<file path="src/shared/ssd_pkg.sv">
/*
 Constants shared by the serial status/data port and its receive FIFO.
 Assumes one 50 MHz clock and an I/O register space with a data-space alias.
*/
// What this block does
// - Transfer-complete flag, status bit 7, sets when a byte transfer finishes.
// - Interrupt request while flag set, unit interrupt enable and global enable both set.
// - Master with slave-select input driven low also sets transfer-complete flag.
// - Flag clears when the processor enters the matching interrupt vector.
// - Status read with flag set, then data access, clears the flag.
// - Write-collision flag, status bit 6, sets on data write during transfer.
// - Status read with collision set, then data access, clears both flags.
// - Double-rate bit, status bit 0, doubles master SCK rate.
// - Shortest master SCK period equals two CPU clock periods.
// - Data register write loads shift register and starts transmission.
// - Data register read returns the receive buffer, not the written byte.
// - Data register is eight bits, read/write, undefined at reset, bit 7 MSB.
// - Data register at I/O offset 0x0F, data space 0x2F.
// - Master SCK divides clock by 4/16/64/128, halved with double rate.
// - Master slave-select fault clears master bit, pins MOSI and SCK become inputs.
// - Slave deselect resets send/receive logic and drops the partial byte.
package ssd_pkg;
    // ****************************************
    // Register map
    // ****************************************
    localparam logic [7:0] OFF_CTRL = 8'h0d;
    localparam logic [7:0] OFF_STAT = 8'h0e;
    localparam logic [7:0] OFF_DATA = 8'h0f;
    localparam logic [7:0] DS_OFFSET = 8'h20;
    localparam logic [7:0] CTRL_RST = 8'h00;
    localparam logic STAT_RST = 1'b0;
    localparam int CTRL_IE = 7;
    localparam int CTRL_EN = 6;
    localparam int CTRL_DORD = 5;
    localparam int CTRL_MASTER_SELECT_BIT = 4;
    localparam int CTRL_CPOL = 3;
    localparam int CTRL_CPHA = 2;
    localparam int STAT_DONE = 7;
    localparam int STAT_WRITE_COLLISION_FLAG = 6;
    localparam int STAT_DBL = 0;
    // ****************************************
    // Timing
    // ****************************************
    // Half SCK period in clocks, indexed by {double_rate_bit, rate_select_hi, rate_select_lo}
    localparam logic [6:0] SCK_HALF [0:7] = '{7'h02, 7'h08, 7'h20, 7'h40,
                                              7'h01, 7'h04, 7'h10, 7'h20};
    localparam logic [3:0] LAST_EDGE = 4'hf;
    localparam int FIFO_DEPTH = 32;
endpackage : ssd_pkg

</file>
<file path="src/shared/ssd_stream_if.sv">
/*
 Valid/ready byte stream between the port logic and its receive FIFO.
 Assumes both ends share one clock.
*/
interface ssd_stream_if #(parameter int W = 8);
    logic [W-1:0] data;
    logic valid;
    logic ready;
    modport src (output data, output valid, input ready);
    modport snk (input data, input valid, output ready);
endinterface : ssd_stream_if

</file>
<file path="src/core/ssd_rx_fifo.sv">
/*
 Receive FIFO with parameter width and depth (depth a power of two).
 Assumes a synchronous active-low reset and one clock.
*/
module ssd_rx_fifo #(
    parameter int W = 8,
    parameter int DEPTH = ssd_pkg::FIFO_DEPTH
) (
    input wire logic clk,          // System clock
    input wire logic resetn,       // Synchronous reset, active low
    ssd_stream_if.snk in_s,        // Filling side
    ssd_stream_if.src out_s        // Draining side
);
    localparam int AW = $clog2(DEPTH);
    logic [W-1:0] mem [DEPTH];
    logic [AW:0] wp;
    logic [AW:0] rp;
    logic empty;
    logic full;

    assign empty = (wp == rp);
    assign full = (wp[AW] != rp[AW]) && (wp[AW-1:0] == rp[AW-1:0]);
    assign in_s.ready = !full;
    assign out_s.valid = !empty;
    assign out_s.data = mem[rp[AW-1:0]];

    always_ff @(posedge clk) begin
        if (in_s.valid && !full) begin
            mem[wp[AW-1:0]] <= in_s.data;
        end
    end

    always_ff @(posedge clk) begin
        if (!resetn) begin
            wp <= '0;
            rp <= '0;
        end else begin
            if (in_s.valid && !full) begin
                wp <= wp + 1'b1;
            end
            if (out_s.ready && !empty) begin
                rp <= rp + 1'b1;
            end
        end
    end
endmodule : ssd_rx_fifo

</file>
<file path="src/core/ssd_spi_port.sv">
/*
 Serial master/slave port: control, status and data registers on the I/O
 register port, shift engine on SCK/MOSI/MISO/SS, receive FIFO behind data.
 Assumes pins are synchronous to clk and an external master honours the
 slave SCK limit of a quarter of clk.
*/
module ssd_spi_port (
    input wire logic clk,              // System clock, 50 MHz
    input wire logic resetn,           // Synchronous reset, active low
    input wire logic [7:0] io_addr,    // Register address
    input wire logic io_data_space,    // Address is a data-space address
    input wire logic io_wr,            // Write strobe
    input wire logic io_rd,            // Read strobe
    input wire logic [7:0] io_wdata,   // Write data
    output logic [7:0] io_rdata,       // Read data, valid cycle after io_rd
    input wire logic global_ie,        // Global interrupt enable
    input wire logic int_ack,          // Interrupt vector entered
    output logic irq,                  // Interrupt request
    input wire logic ss_is_input,      // Slave select pin set as input
    input wire logic ss_n_in,          // Slave select level, active low
    input wire logic sck_in,           // SCK pin level
    output logic sck_out,              // SCK drive value
    output logic sck_oe_n,             // SCK drive enable, active low
    input wire logic mosi_in,          // MOSI pin level
    output logic mosi_out,             // MOSI drive value
    output logic mosi_oe_n,            // MOSI drive enable, active low
    input wire logic miso_in,          // MISO pin level
    output logic miso_out,             // MISO drive value
    output logic miso_oe_n             // MISO drive enable, active low
);
    // ****************************************
    // State
    // ****************************************
    logic [7:0] ctrl;
    logic xfer_done_flag;
    logic write_collision_flag;
    logic double_rate_bit;
    logic arm_clear;
    logic [7:0] sh;
    logic out_q;
    logic running;
    logic tx_pend;
    logic [3:0] edge_cnt;
    logic [6:0] div_cnt;
    logic sck_q;
    logic sck_prev;
    logic push_v;

    ssd_stream_if #(.W(8)) rx_in ();
    ssd_stream_if #(.W(8)) rx_out ();

    function automatic logic hit(input logic [7:0] off);
        hit = (io_addr == (io_data_space ? off + ssd_pkg::DS_OFFSET : off));
    endfunction : hit

    function automatic logic out_bit(input logic [7:0] v, input logic lsb_first);
        out_bit = lsb_first ? v[0] : v[7];
    endfunction : out_bit

    function automatic logic [7:0] shift_in(input logic [7:0] v, input logic b,
                                            input logic lsb_first);
        shift_in = lsb_first ? {b, v[7:1]} : {v[6:0], b};
    endfunction : shift_in

    // ****************************************
    // Decode
    // ****************************************
    logic en, is_master, dord, cpol, cpha;
    logic sel_ctrl, sel_stat, sel_data, dwr, drd, srd, clr;
    logic fault, slave_act, mtick, sedge, tick, samp_edge, setup_edge, last;
    logic in_bit, busy, accept, start;
    logic [6:0] half;

    assign en = ctrl[ssd_pkg::CTRL_EN];
    assign is_master = ctrl[ssd_pkg::CTRL_MASTER_SELECT_BIT];
    assign dord = ctrl[ssd_pkg::CTRL_DORD];
    assign cpol = ctrl[ssd_pkg::CTRL_CPOL];
    assign cpha = ctrl[ssd_pkg::CTRL_CPHA];
    assign sel_ctrl = hit(ssd_pkg::OFF_CTRL);
    assign sel_stat = hit(ssd_pkg::OFF_STAT);
    assign sel_data = hit(ssd_pkg::OFF_DATA);
    assign dwr = io_wr && sel_data;
    assign drd = io_rd && sel_data;
    assign srd = io_rd && sel_stat;
    assign clr = arm_clear && (dwr || drd);
    assign fault = en && is_master && ss_is_input && !ss_n_in;
    assign slave_act = en && !is_master && !ss_n_in;
    assign half = ssd_pkg::SCK_HALF[{double_rate_bit, ctrl[1:0]}];
    assign mtick = running && (div_cnt == half - 7'h01);
    // Slave relies on SCK at most a quarter of clk so no edge is missed
    assign sedge = slave_act && (sck_in != sck_prev);
    assign tick = mtick || sedge;
    assign samp_edge = tick && (edge_cnt[0] == cpha);
    assign setup_edge = tick && (edge_cnt[0] != cpha);
    assign last = tick && (edge_cnt == ssd_pkg::LAST_EDGE);
    assign in_bit = is_master ? miso_in : mosi_in;
    assign busy = running || tx_pend || (slave_act && edge_cnt != 4'h0);
    assign accept = dwr && !busy && en;
    // A new master byte waits for FIFO room, so a finished master byte is never lost
    assign start = tx_pend && rx_in.ready && !fault;

    // ****************************************
    // Registers
    // ****************************************
    always_ff @(posedge clk) begin
        if (!resetn) begin
            ctrl <= ssd_pkg::CTRL_RST;
        end else begin
            if (io_wr && sel_ctrl) begin
                ctrl <= io_wdata;
            end
            if (fault) begin
                ctrl[ssd_pkg::CTRL_MASTER_SELECT_BIT] <= 1'b0;
            end
        end
    end

    always_ff @(posedge clk) begin
        if (!resetn) begin
            double_rate_bit <= ssd_pkg::STAT_RST;
        end else if (io_wr && sel_stat) begin
            double_rate_bit <= io_wdata[ssd_pkg::STAT_DBL];
        end
    end

    // Hardware set wins over any clear in the same cycle
    always_ff @(posedge clk) begin
        if (!resetn) begin
            xfer_done_flag <= ssd_pkg::STAT_RST;
        end else if (push_v || fault) begin
            xfer_done_flag <= 1'b1;
        end else if (int_ack || clr) begin
            xfer_done_flag <= 1'b0;
        end
    end

    always_ff @(posedge clk) begin
        if (!resetn) begin
            write_collision_flag <= ssd_pkg::STAT_RST;
        end else if (dwr && busy) begin
            write_collision_flag <= 1'b1;
        end else if (clr) begin
            write_collision_flag <= 1'b0;
        end
    end

    always_ff @(posedge clk) begin
        if (!resetn) begin
            arm_clear <= 1'b0;
        end else if (srd) begin
            arm_clear <= xfer_done_flag || write_collision_flag;
        end else if (dwr || drd) begin
            arm_clear <= 1'b0;
        end
    end

    always_ff @(posedge clk) begin
        if (!resetn) begin
            io_rdata <= 8'h00;
        end else if (io_rd) begin
            if (sel_ctrl) begin
                io_rdata <= ctrl;
            end else if (sel_stat) begin
                io_rdata <= {xfer_done_flag, write_collision_flag, 5'h00, double_rate_bit};
            end else if (sel_data) begin
                io_rdata <= rx_out.data;
            end else begin
                io_rdata <= 8'h00;
            end
        end
    end

    assign irq = xfer_done_flag && ctrl[ssd_pkg::CTRL_IE] && global_ie;

    // ****************************************
    // Shift engine
    // ****************************************
    always_ff @(posedge clk) begin
        if (!resetn) begin
            tx_pend <= 1'b0;
        end else if (fault || !en || !is_master || start) begin
            tx_pend <= 1'b0;
        end else if (accept) begin
            tx_pend <= 1'b1;
        end
    end

    always_ff @(posedge clk) begin
        if (!resetn) begin
            running <= 1'b0;
            edge_cnt <= 4'h0;
            div_cnt <= 7'h00;
        end else if (fault || !en) begin
            running <= 1'b0;
            edge_cnt <= 4'h0;
            div_cnt <= 7'h00;
        end else if (start) begin
            running <= 1'b1;
            edge_cnt <= 4'h0;
            div_cnt <= 7'h00;
        end else if (!running && !slave_act) begin
            edge_cnt <= 4'h0;
        end else if (tick) begin
            edge_cnt <= edge_cnt + 4'h1;
            div_cnt <= 7'h00;
            if (last) begin
                running <= 1'b0;
            end
        end else if (running) begin
            div_cnt <= div_cnt + 7'h01;
        end
    end

    // Colliding writes are refused here, so the byte in flight is kept
    always_ff @(posedge clk) begin
        if (!resetn) begin
            sh <= 8'h00;
        end else if (accept) begin
            sh <= io_wdata;
        end else if (samp_edge) begin
            sh <= shift_in(sh, in_bit, dord);
        end
    end

    always_ff @(posedge clk) begin
        if (!resetn) begin
            out_q <= 1'b0;
        end else if (accept && !cpha) begin
            out_q <= out_bit(io_wdata, dord);
        end else if (setup_edge) begin
            out_q <= out_bit(sh, dord);
        end
    end

    always_ff @(posedge clk) begin
        if (!resetn) begin
            sck_q <= 1'b0;
        end else if (!running) begin
            sck_q <= cpol;
        end else if (mtick) begin
            sck_q <= !sck_q;
        end
    end

    always_ff @(posedge clk) begin
        if (!resetn) begin
            sck_prev <= 1'b0;
            push_v <= 1'b0;
        end else begin
            sck_prev <= sck_in;
            push_v <= last && !fault;
        end
    end

    // ****************************************
    // Receive FIFO and pins
    // ****************************************
    assign rx_in.data = sh;
    assign rx_in.valid = push_v;
    assign rx_out.ready = drd;

    ssd_rx_fifo #(.W(8), .DEPTH(ssd_pkg::FIFO_DEPTH)) u_fifo (
        .clk(clk),
        .resetn(resetn),
        .in_s(rx_in.snk),
        .out_s(rx_out.src)
    );

    assign sck_out = sck_q;
    assign mosi_out = out_q;
    assign miso_out = out_q;
    assign sck_oe_n = !(en && is_master);
    assign mosi_oe_n = !(en && is_master);
    assign miso_oe_n = !slave_act;

    // ****************************************
    // Assertions
    // ****************************************
    property p_done_sets;
        @(posedge clk) disable iff (!resetn) last && !fault |=> ##1 xfer_done_flag;
    endproperty
    a_done_sets: assert property (p_done_sets) else $error("done flag not set");

    property p_irq;
        @(posedge clk) disable iff (!resetn)
            push_v && ctrl[ssd_pkg::CTRL_IE] && global_ie ##1 ctrl[ssd_pkg::CTRL_IE] && global_ie |-> irq;
    endproperty
    a_irq: assert property (p_irq) else $error("irq missing");

    property p_fault;
        @(posedge clk) disable iff (!resetn)
            fault |=> !is_master && xfer_done_flag && sck_oe_n && mosi_oe_n && !running;
    endproperty
    a_fault: assert property (p_fault) else $error("mode fault not handled");

    property p_ack_clears;
        @(posedge clk) disable iff (!resetn) int_ack && !push_v && !fault |=> !xfer_done_flag;
    endproperty
    a_ack_clears: assert property (p_ack_clears) else $error("ack did not clear");

    property p_clear_seq;
        @(posedge clk) disable iff (!resetn)
            srd && write_collision_flag ##1 !io_rd && !io_wr
            ##1 (dwr || drd) && !push_v && !fault && !busy
            |=> !xfer_done_flag && !write_collision_flag;
    endproperty
    a_clear_seq: assert property (p_clear_seq) else $error("clear sequence failed");

    property p_collide;
        @(posedge clk) disable iff (!resetn)
            dwr && running && !fault && !last |=> write_collision_flag && running;
    endproperty
    a_collide: assert property (p_collide) else $error("collision mishandled");

    property p_fast_sck;
        @(posedge clk) disable iff (!resetn)
            mtick && half == 7'h01 && !last && !fault && en && !io_wr |=> mtick;
    endproperty
    a_fast_sck: assert property (p_fast_sck) else $error("double rate too slow");

    property p_start;
        @(posedge clk) disable iff (!resetn)
            accept && is_master && !fault && rx_in.ready && !push_v
            |=> ##1 running || !en || !is_master;
    endproperty
    a_start: assert property (p_start) else $error("write did not start");

    property p_deselect;
        @(posedge clk) disable iff (!resetn)
            en && !is_master && ss_n_in |=> edge_cnt == 4'h0;
    endproperty
    a_deselect: assert property (p_deselect) else $error("slave not reset");
endmodule : ssd_spi_port

</file>
<file path="config.mk">
export PLATFORM = sky130hd
export DESIGN_NAME = ssd_spi_port
export DESIGN_NICKNAME = d
export VERILOG_FILES = /design/src/shared/ssd_pkg.sv /design/src/shared/ssd_stream_if.sv /design/src/core/ssd_rx_fifo.sv /design/src/core/ssd_spi_port.sv
export SDC_FILE = /design/constraint.sdc
export NUM_CORES = 1
export LEC_CHECK = 0
export ABC_AREA = 1
export BUFFER_PORTS_ARGS = -buffer_cell sky130_fd_sc_hd__buf_4
export CAP_MARGIN = 20
export CORE_MARGIN = 2
export CORE_UTILIZATION = 55
export CTS_BUF_LIST = sky130_fd_sc_hd__clkbuf_8 sky130_fd_sc_hd__clkbuf_16
export CTS_CLUSTER_DIAMETER = 100
export DETAILED_ROUTE_END_ITERATION = 10
export HOLD_SLACK_MARGIN = 0.12
export PLACE_DENSITY = 0.75
export SLEW_MARGIN = 20
export SYNTH_ARGS = -nofsm -noshare
export SYNTH_HDL_FRONTEND = slang
export SYNTH_SLANG_ARGS = --single-unit
</file>
<file path="constraint.sdc">
create_clock -name clk -period 2 [get_ports clk]
set_input_delay 0.2 -clock clk [delete_from_list [all_inputs] [get_ports clk]]
set_output_delay 0.2 -clock clk [all_outputs]
set_load 0.03 [all_outputs]
</file>
# [After elaboration in Yosys (flattened, before gate mapping)]
# Memory sizes are Yosys's and may differ from the RTL's. A register that Yosys moved wholly into a read port is not among the register bits.
# Index checks and enable logic that the tools add are counted.
[op_classes] addsub=5 n_lt_le_gt_ge=1 n_eq_ne=13 mux=34 bitwise=3 n_reduce_logical=68
[op_table] op="$mux 8" n=6
[op_table] op="$logic_and 1x1->1" n=30
[op_table] op="$mux 7" n=4
[op_table] op="$eq 8x6->1" n=3
[op_table] op="$mux 1" n=19
[op_table] op="$mux 6" n=3
[op_table] op="$reduce_bool 2->1" n=8
[op_table] op="$add 6x1->6 const B" n=2
[op_table] op="$logic_not 1->1" n=12
[op_table] op="$logic_or 1x1->1" n=10
[op_table] op="$mux 5" n=2
[op_table] op="$add 7x1->7 const B" n=1
[op_table] op="$eq 7x7->1" n=1
[op_table] op="$sub 7x1->7 const B" n=1
[op_table] op="$eq 6x6->1" n=1
[op_table] op="$reduce_or 2->1" n=3
[op_table] op="$eq 5x5->1" n=1
[op_table] op="$add 4x1->4 const B" n=1
[op_table] op="$eq 4x4->1 const B" n=1
[op_table] op="$ge 4x4->1 const B" n=1
[op_table] op="$not 3->4" n=1
[op_table] op="$reduce_bool 4->1" n=1
[op_table] op="$reduce_or 4->1" n=1
[op_table] op="$ne 1x1->1" n=3
[op_table] op="other kinds (7)" n=8
[totals] regBits=57 mem_bits_rw=256 mem_bits_ro=56 input_bits=28 output_inout_bits=15 wordCells=144 n_memories=2
[memory_table] name="u_fifo.mem" depth=32 width=8 rd=1 rd_clocked_by_memory_dff=1 write_ports=1 line="ssd_rx_fifo.sv:15" source="logic [W-1:0] mem [DEPTH];"
[memory_table] name="(name not given)" depth=8 width=7 rd=1 rd_clocked_by_memory_dff=0 write_ports=0 line="ssd_spi_port.sv:88" source="assign half = ssd_pkg::SCK_HALF[{double_rate_bit, ctrl[1:0]}];"

# [Longest topological paths before layout]
[depth] depth_word=13 mapped_depth=17 ltp_nobuf=15

# [Hierarchy]
# Synthesis repeated with hierarchy kept, for this count alone.
[hier_totals] hier_cells=1390 area_unflattened_um2=13884.6
[by_module_without_submodules] module="ssd_rx_fifo" n_inst=1 cells_per_inst=1013 area_each_um2=11365.9 seq_area_each_um2=8027.7
[by_module_without_submodules] module="ssd_spi_port" n_inst=1 cells_per_inst=377 area_each_um2=2518.7 seq_area_each_um2=900.9

# [Worst setup path after synthesis]
# OpenSTA, ideal clock, no wires.
[synth_timing] kind="reg-to-reg" start="register u_fifo.wp[2]" end="memory u_fifo.mem[19][0] (enable)" setup_time_ps=383 t_arrival_ps=1688 required_time_ps=1617 slack_ps=-71 path_stages_with_launch=10 path_buffers=2 period_less_slack_ps=2071 path_cell_list="dfxtp_1 -> buf_2 -> xor2_1 -> nor3_1 -> nand3_1 -> nor2_1 -> nand2_1 -> nand2_1 -> buf_4 -> nor3_1"
[synth_via] elab_chain_cells=6
[synth_rtl] element="start: declaration" line="ssd_rx_fifo.sv:16" source="logic [AW:0] wp;"
[synth_rtl] element="start signal: assignment" line="ssd_rx_fifo.sv:39" source="wp <= wp + 1'b1;"
[synth_rtl] element="$eq 5x5->1" line="ssd_rx_fifo.sv:22" source="assign full = (wp[AW] != rp[AW]) && (wp[AW-1:0] == rp[AW-1:0]);"
[synth_rtl] element="$logic_and 1x1->1" line="ssd_rx_fifo.sv:22"
[synth_rtl] element="$logic_not 1->1" line="ssd_rx_fifo.sv:28" source="if (in_s.valid && !full) begin"
[synth_rtl] element="$logic_and 1x1->1" line="ssd_rx_fifo.sv:28"
[synth_rtl] element="$mux 1" line="ssd_rx_fifo.sv:28"
[synth_rtl] element="$mux 1 (implied by the code)" line="ssd_rx_fifo.sv:29" source="mem[wp[AW-1:0]] <= in_s.data;"
[synth_rtl] element="end: declaration" line="ssd_rx_fifo.sv:15"
# Parallel ways exist; a longest one is shown, timed or not.

# [Worst setup path after layout]
[layout_timing] start="register u_fifo.wp[2]" end="memory u_fifo.mem[1][6] (enable)"
# The elaborated chain is that of the path after synthesis.

==> run_results.csv <==
group,metric,value,unit
status,status,"complete, but fails checks",
status,violations,"negative setup slack",
global_route,antenna_found_initial,1,
timing,period_minus_slack,2.06,ns
finish,diodes,0,
worst_hold_path,hold_depth,5,
critical_path,start_kind,"flip-flop",
critical_path,critPathKind,"reg2reg",
global_route,grt_usage,26.0,%
power_and_ir_drop,peakVddDrop,0.000717,V
worst_hold_path,worstHoldStart,"ss_n_in",
global_route,grtUsageMet1,35.6,%
critical_path,worst_path_most_repeated_cell,"buf_12",
floorplanning,row_count,58,
placed_design,gp_congestion,0.969,
route,ant_nets,0,
critical_path,crit-reg2reg-capture,"u_fifo.mem[1][6]",
timing,grt_setup_unrepaired,"yes",
floorplanning,coreArea,0.0250,mm2
logic_synthesis,synth_top_cell_by_area,"edfxtp_1",
route,via_count,10700,
logic_synthesis,synth_compound_area_share,11.4,%
critical_path,reg2regPathDepth,12,
timing,max_freq,486,MHz
finish,layout_common_cells,"256 x edfxtp_1, 202 x inv_1, 193 x nand2_1, 148 x nand3_1, 124 x buf_4",
logic_synthesis,synth.avg_cell_area,10.2,um2
clock_network,clock_sinks,318,
finish,drive_gt1_share,18.6,%
critical_path,crit_arrival,2.30,ns
clock_network,cts_tree,"built",
floorplanning,dieHeight,163,um
logic_synthesis,yosys-top-cells-area,"edfxtp_1 55%, dfxtp_1 8.9%, nand3_1 5.6%",
finish,area_growth,22.3,%
global_route,grt_pass1_vias,10000,
global_route,grt_max_degree,64,
timing,slew_violations,0,
logic_synthesis,synth_cell_types,34,
clock_network,clk_pin_slew,0.06,ns
logic_synthesis,synth-adder-area-share,0.807,%
global_route,grt_overflow,0,
global_route,gr-usage-met3,4.04,%
timing,fin_ws,-0.0558,ns
critical_path,rrSetupSlack,-0.06,ns
timing,finalSetupViolCount,179,
critical_path,critical-path-top-delay-family,"simple AND/OR/NAND/NOR gates",
clock_network,cts-root-buf,"clkbuf_16",
worst_hold_path,holdPathEnd,"ctrl[4]",
timing,worst_pin_slew,0.756,ns
finish,finalNetCount,1532,
logic_synthesis,ys_ff_latch,318,
logic_synthesis,syn_nets,1404,
finish,multi_input_area,0.00440,mm2
finish,finish.utilization,68.1,%
logic_synthesis,synth.mux.area_fraction,0.0718,%
timing,fin_crit_sh,103,%
route,drt-total-wl,35.7,mm
clock_network,cts-buffers-inserted,31,
global_route,use_met2,42.8,%
power_and_ir_drop,p_leak,6.47,nW
finish,layout_commonest_cell,"edfxtp_1",
placed_design,postPlaceCellArea,0.0151,mm2
timing,hold_viol_final,0,
logic_synthesis,netlist_instances,1367,
global_route,grt_pass1_wl,53.3,mm
critical_path,worstPathRequired,2.24,ns
global_route,busiest_layer,"met2",
finish,n_fill_cell,1767,
route,drtPass1Iterations,6,
logic_synthesis,synth_simple_gate_area_share,14.5,%
finish,register_area,0.00894,mm2
critical_path,max_stage_delay,0.34,ns
placed_design,hpwl,22.4,mm
critical_path,crit_fanout,8,
critical_path,path_buf_inv,4,
timing,clock_skew,0.0375,ns
floorplanning,ios,43,
run,maxCapViolCount,0,
logic_synthesis,synth-seq-area-share,64.0,%
logic_synthesis,yosys_warnings,0,
route,wl_per_cell,19.3,um
critical_path,end_kind,"flip-flop",
floorplanning,die_area,0.0267,mm2
placed_design,pre_cts_slack,-0.508,ns
power_and_ir_drop,power_density,780,mW/mm2
floorplanning,die_w,163,um
logic_synthesis,synth_top_family_by_area,"simple AND/OR/NAND/NOR gates",
critical_path,path_cells,"xor2_1 -> nor3_2 -> nand3_1 -> nor2_2 -> nand2_1 -> nand2_2 -> buf_12 -> clkinvlp_4 -> buf_12 -> nand2_8 -> buf_6 -> nor2_4",
clock_network,clkLatencyLatePin,0.59,ns
critical_path,critPathSlowestCell,"dfxtp_2",
logic_synthesis,synth-xor-area-share,1.26,%
route,avgViaCountPerCell,5.77,
worst_hold_path,hp-class,"in2reg",
logic_synthesis,yosysTopAreaCellShare,55.1,%
finish,final_area,0.0171,mm2
floorplanning,initial_core_util,55.7,%
route,drtIter0Drc,1546,
clock_network,clock_path_buffers,3,
critical_path,r2r_start,"u_fifo.wp[2]",
route,route.detailed.drc,0,
placed_design,io_buffers,42,
timing,relSlewSlack,49.2,%
logic_synthesis,synth_area,0.0139,mm2
clock_network,htree_num_levels,1,
==> cells in the mapped netlist <==
| cell | number |
|---|---|
| clkinv_1 | 1 |
| or2_2 | 1 |
| nand3_1 | 157 |
| o31ai_1 | 1 |
| buf_4 | 4 |
| buf_1 | 8 |
| inv_2 | 2 |
| nor3_2 | 1 |
| edfxtp_1 | 256 |
| nand2_1 | 202 |
| xor2_1 | 14 |
| nor3b_1 | 1 |
| o21ai_0 | 87 |
| buf_2 | 28 |
| ha_1 | 9 |
| nand3b_1 | 3 |
| nand2_4 | 2 |
| o21ai_1 | 1 |
| mux2i_1 | 1 |
| nor2_2 | 3 |
| o211a_1 | 1 |
| buf_6 | 2 |
| a211oi_1 | 7 |
| nor3_1 | 10 |
| clkbuf_1 | 30 |
| xnor2_1 | 6 |
| o211ai_1 | 74 |
| a21oi_1 | 103 |
| nand4_1 | 6 |
| a21boi_0 | 1 |
| nor2_1 | 80 |
| dfxtp_1 | 62 |
| nand3_2 | 1 |
| inv_1 | 202 |
==> state kept, by name, indices dropped and copies added (netlist names), 4 cells and up, named ones only <==
name	count
rx_in.data	8
u_fifo.rp	6
edge_cnt	4
u_fifo.wp	6
io_rdata	8
div_cnt	7
ctrl	8
u_fifo.mem	256
==> kinds of logic after synthesis <==
group | after synthesis
adders and majority gates | 9
muxes | 1
DFF | 318
AOI/OAI and AO/OA | 275
xor gates and xnor gates | 20
and+or+nand+nor | 467
buffers and inverters | 277
==> final cells by class <==
class                      instances  area share [%]
multi-input combinational        773            25.8
tap                              330            2.42
clock inverter                    26            1.64
clock buffer                      31            4.55
timing repair buffer             166            8.63
sequential                       318            52.4
inverter                         205            4.56
==> through the flow <==
stage          TNS (ns)  hold slack [ns]  power [mW]  cells
6_report          -3.36            0.149        13.3   1849
5_1_grt          -26.82            0.177        13.6   1849
4_1_cts          -0.243            0.130        13.3   1830
3_5_place_dp     -94.85            0.409        7.35   1749
3_3_place_gp     -85.57            0.400        7.35   1749
2_1_floorplan     -8.35            0.293        7.27   1367
==> timing repair <==
item                                    in CTS  in global routing
resized for setup                           63                 58
pin swaps                                    2                 22
hold buffers                                17                  0
endpoints found under the setup margin     244                257
buffers inserted                             7                 17
cloned                                       0                  2
endpoints found under the hold margin       36                  0
==> metal layers <==
metal | vias up | wire (um)
met3 | 100 | 3490
met1 | 5035 | 14200
met5 | - | 13
li1 | 4946 | -
met2 | 591 | 16800
met4 | 2 | 1230
==> worst max-delay path by stage <==
| stage | start | end | slack, ns | cells past startpoint |
|---|---|---|---|---|
| 3_3_place_gp | u_fifo.wp[3] | u_fifo.mem[27][5] | -0.51 | 9 |
| 6_report | u_fifo.wp[2] | u_fifo.mem[1][6] | -0.06 | 12 |
| 4_1_cts | u_fifo.wp[3] | u_fifo.mem[1][6] | -0.03 | 13 |
| 5_1_grt | ctrl[1] | miso_out | -0.28 | 16 |
| 3_5_place_dp | u_fifo.wp[3] | u_fifo.mem[22][1] | -0.51 | 11 |
| 2_1_floorplan | u_fifo.wp[2] | u_fifo.mem[19][0] | -0.07 | 9 |
==> tightest hold or removal path, stage by stage <==
cell and delay, ns:
buf_4 0.09, nor3b_1 0.06, nor2_1 0.11, o21ai_0 0.10, a21oi_1 0.12
==> power by group <==
part | internal (mW) | total [mW] | switching [mW]
Clock | 3.58 | 6.07 | 2.48
Sequential | 7.05 | 7.06 | 0.00634
Combinational | 0.0841 | 0.174 | 0.0901
(Power assumes the default switching activity.)
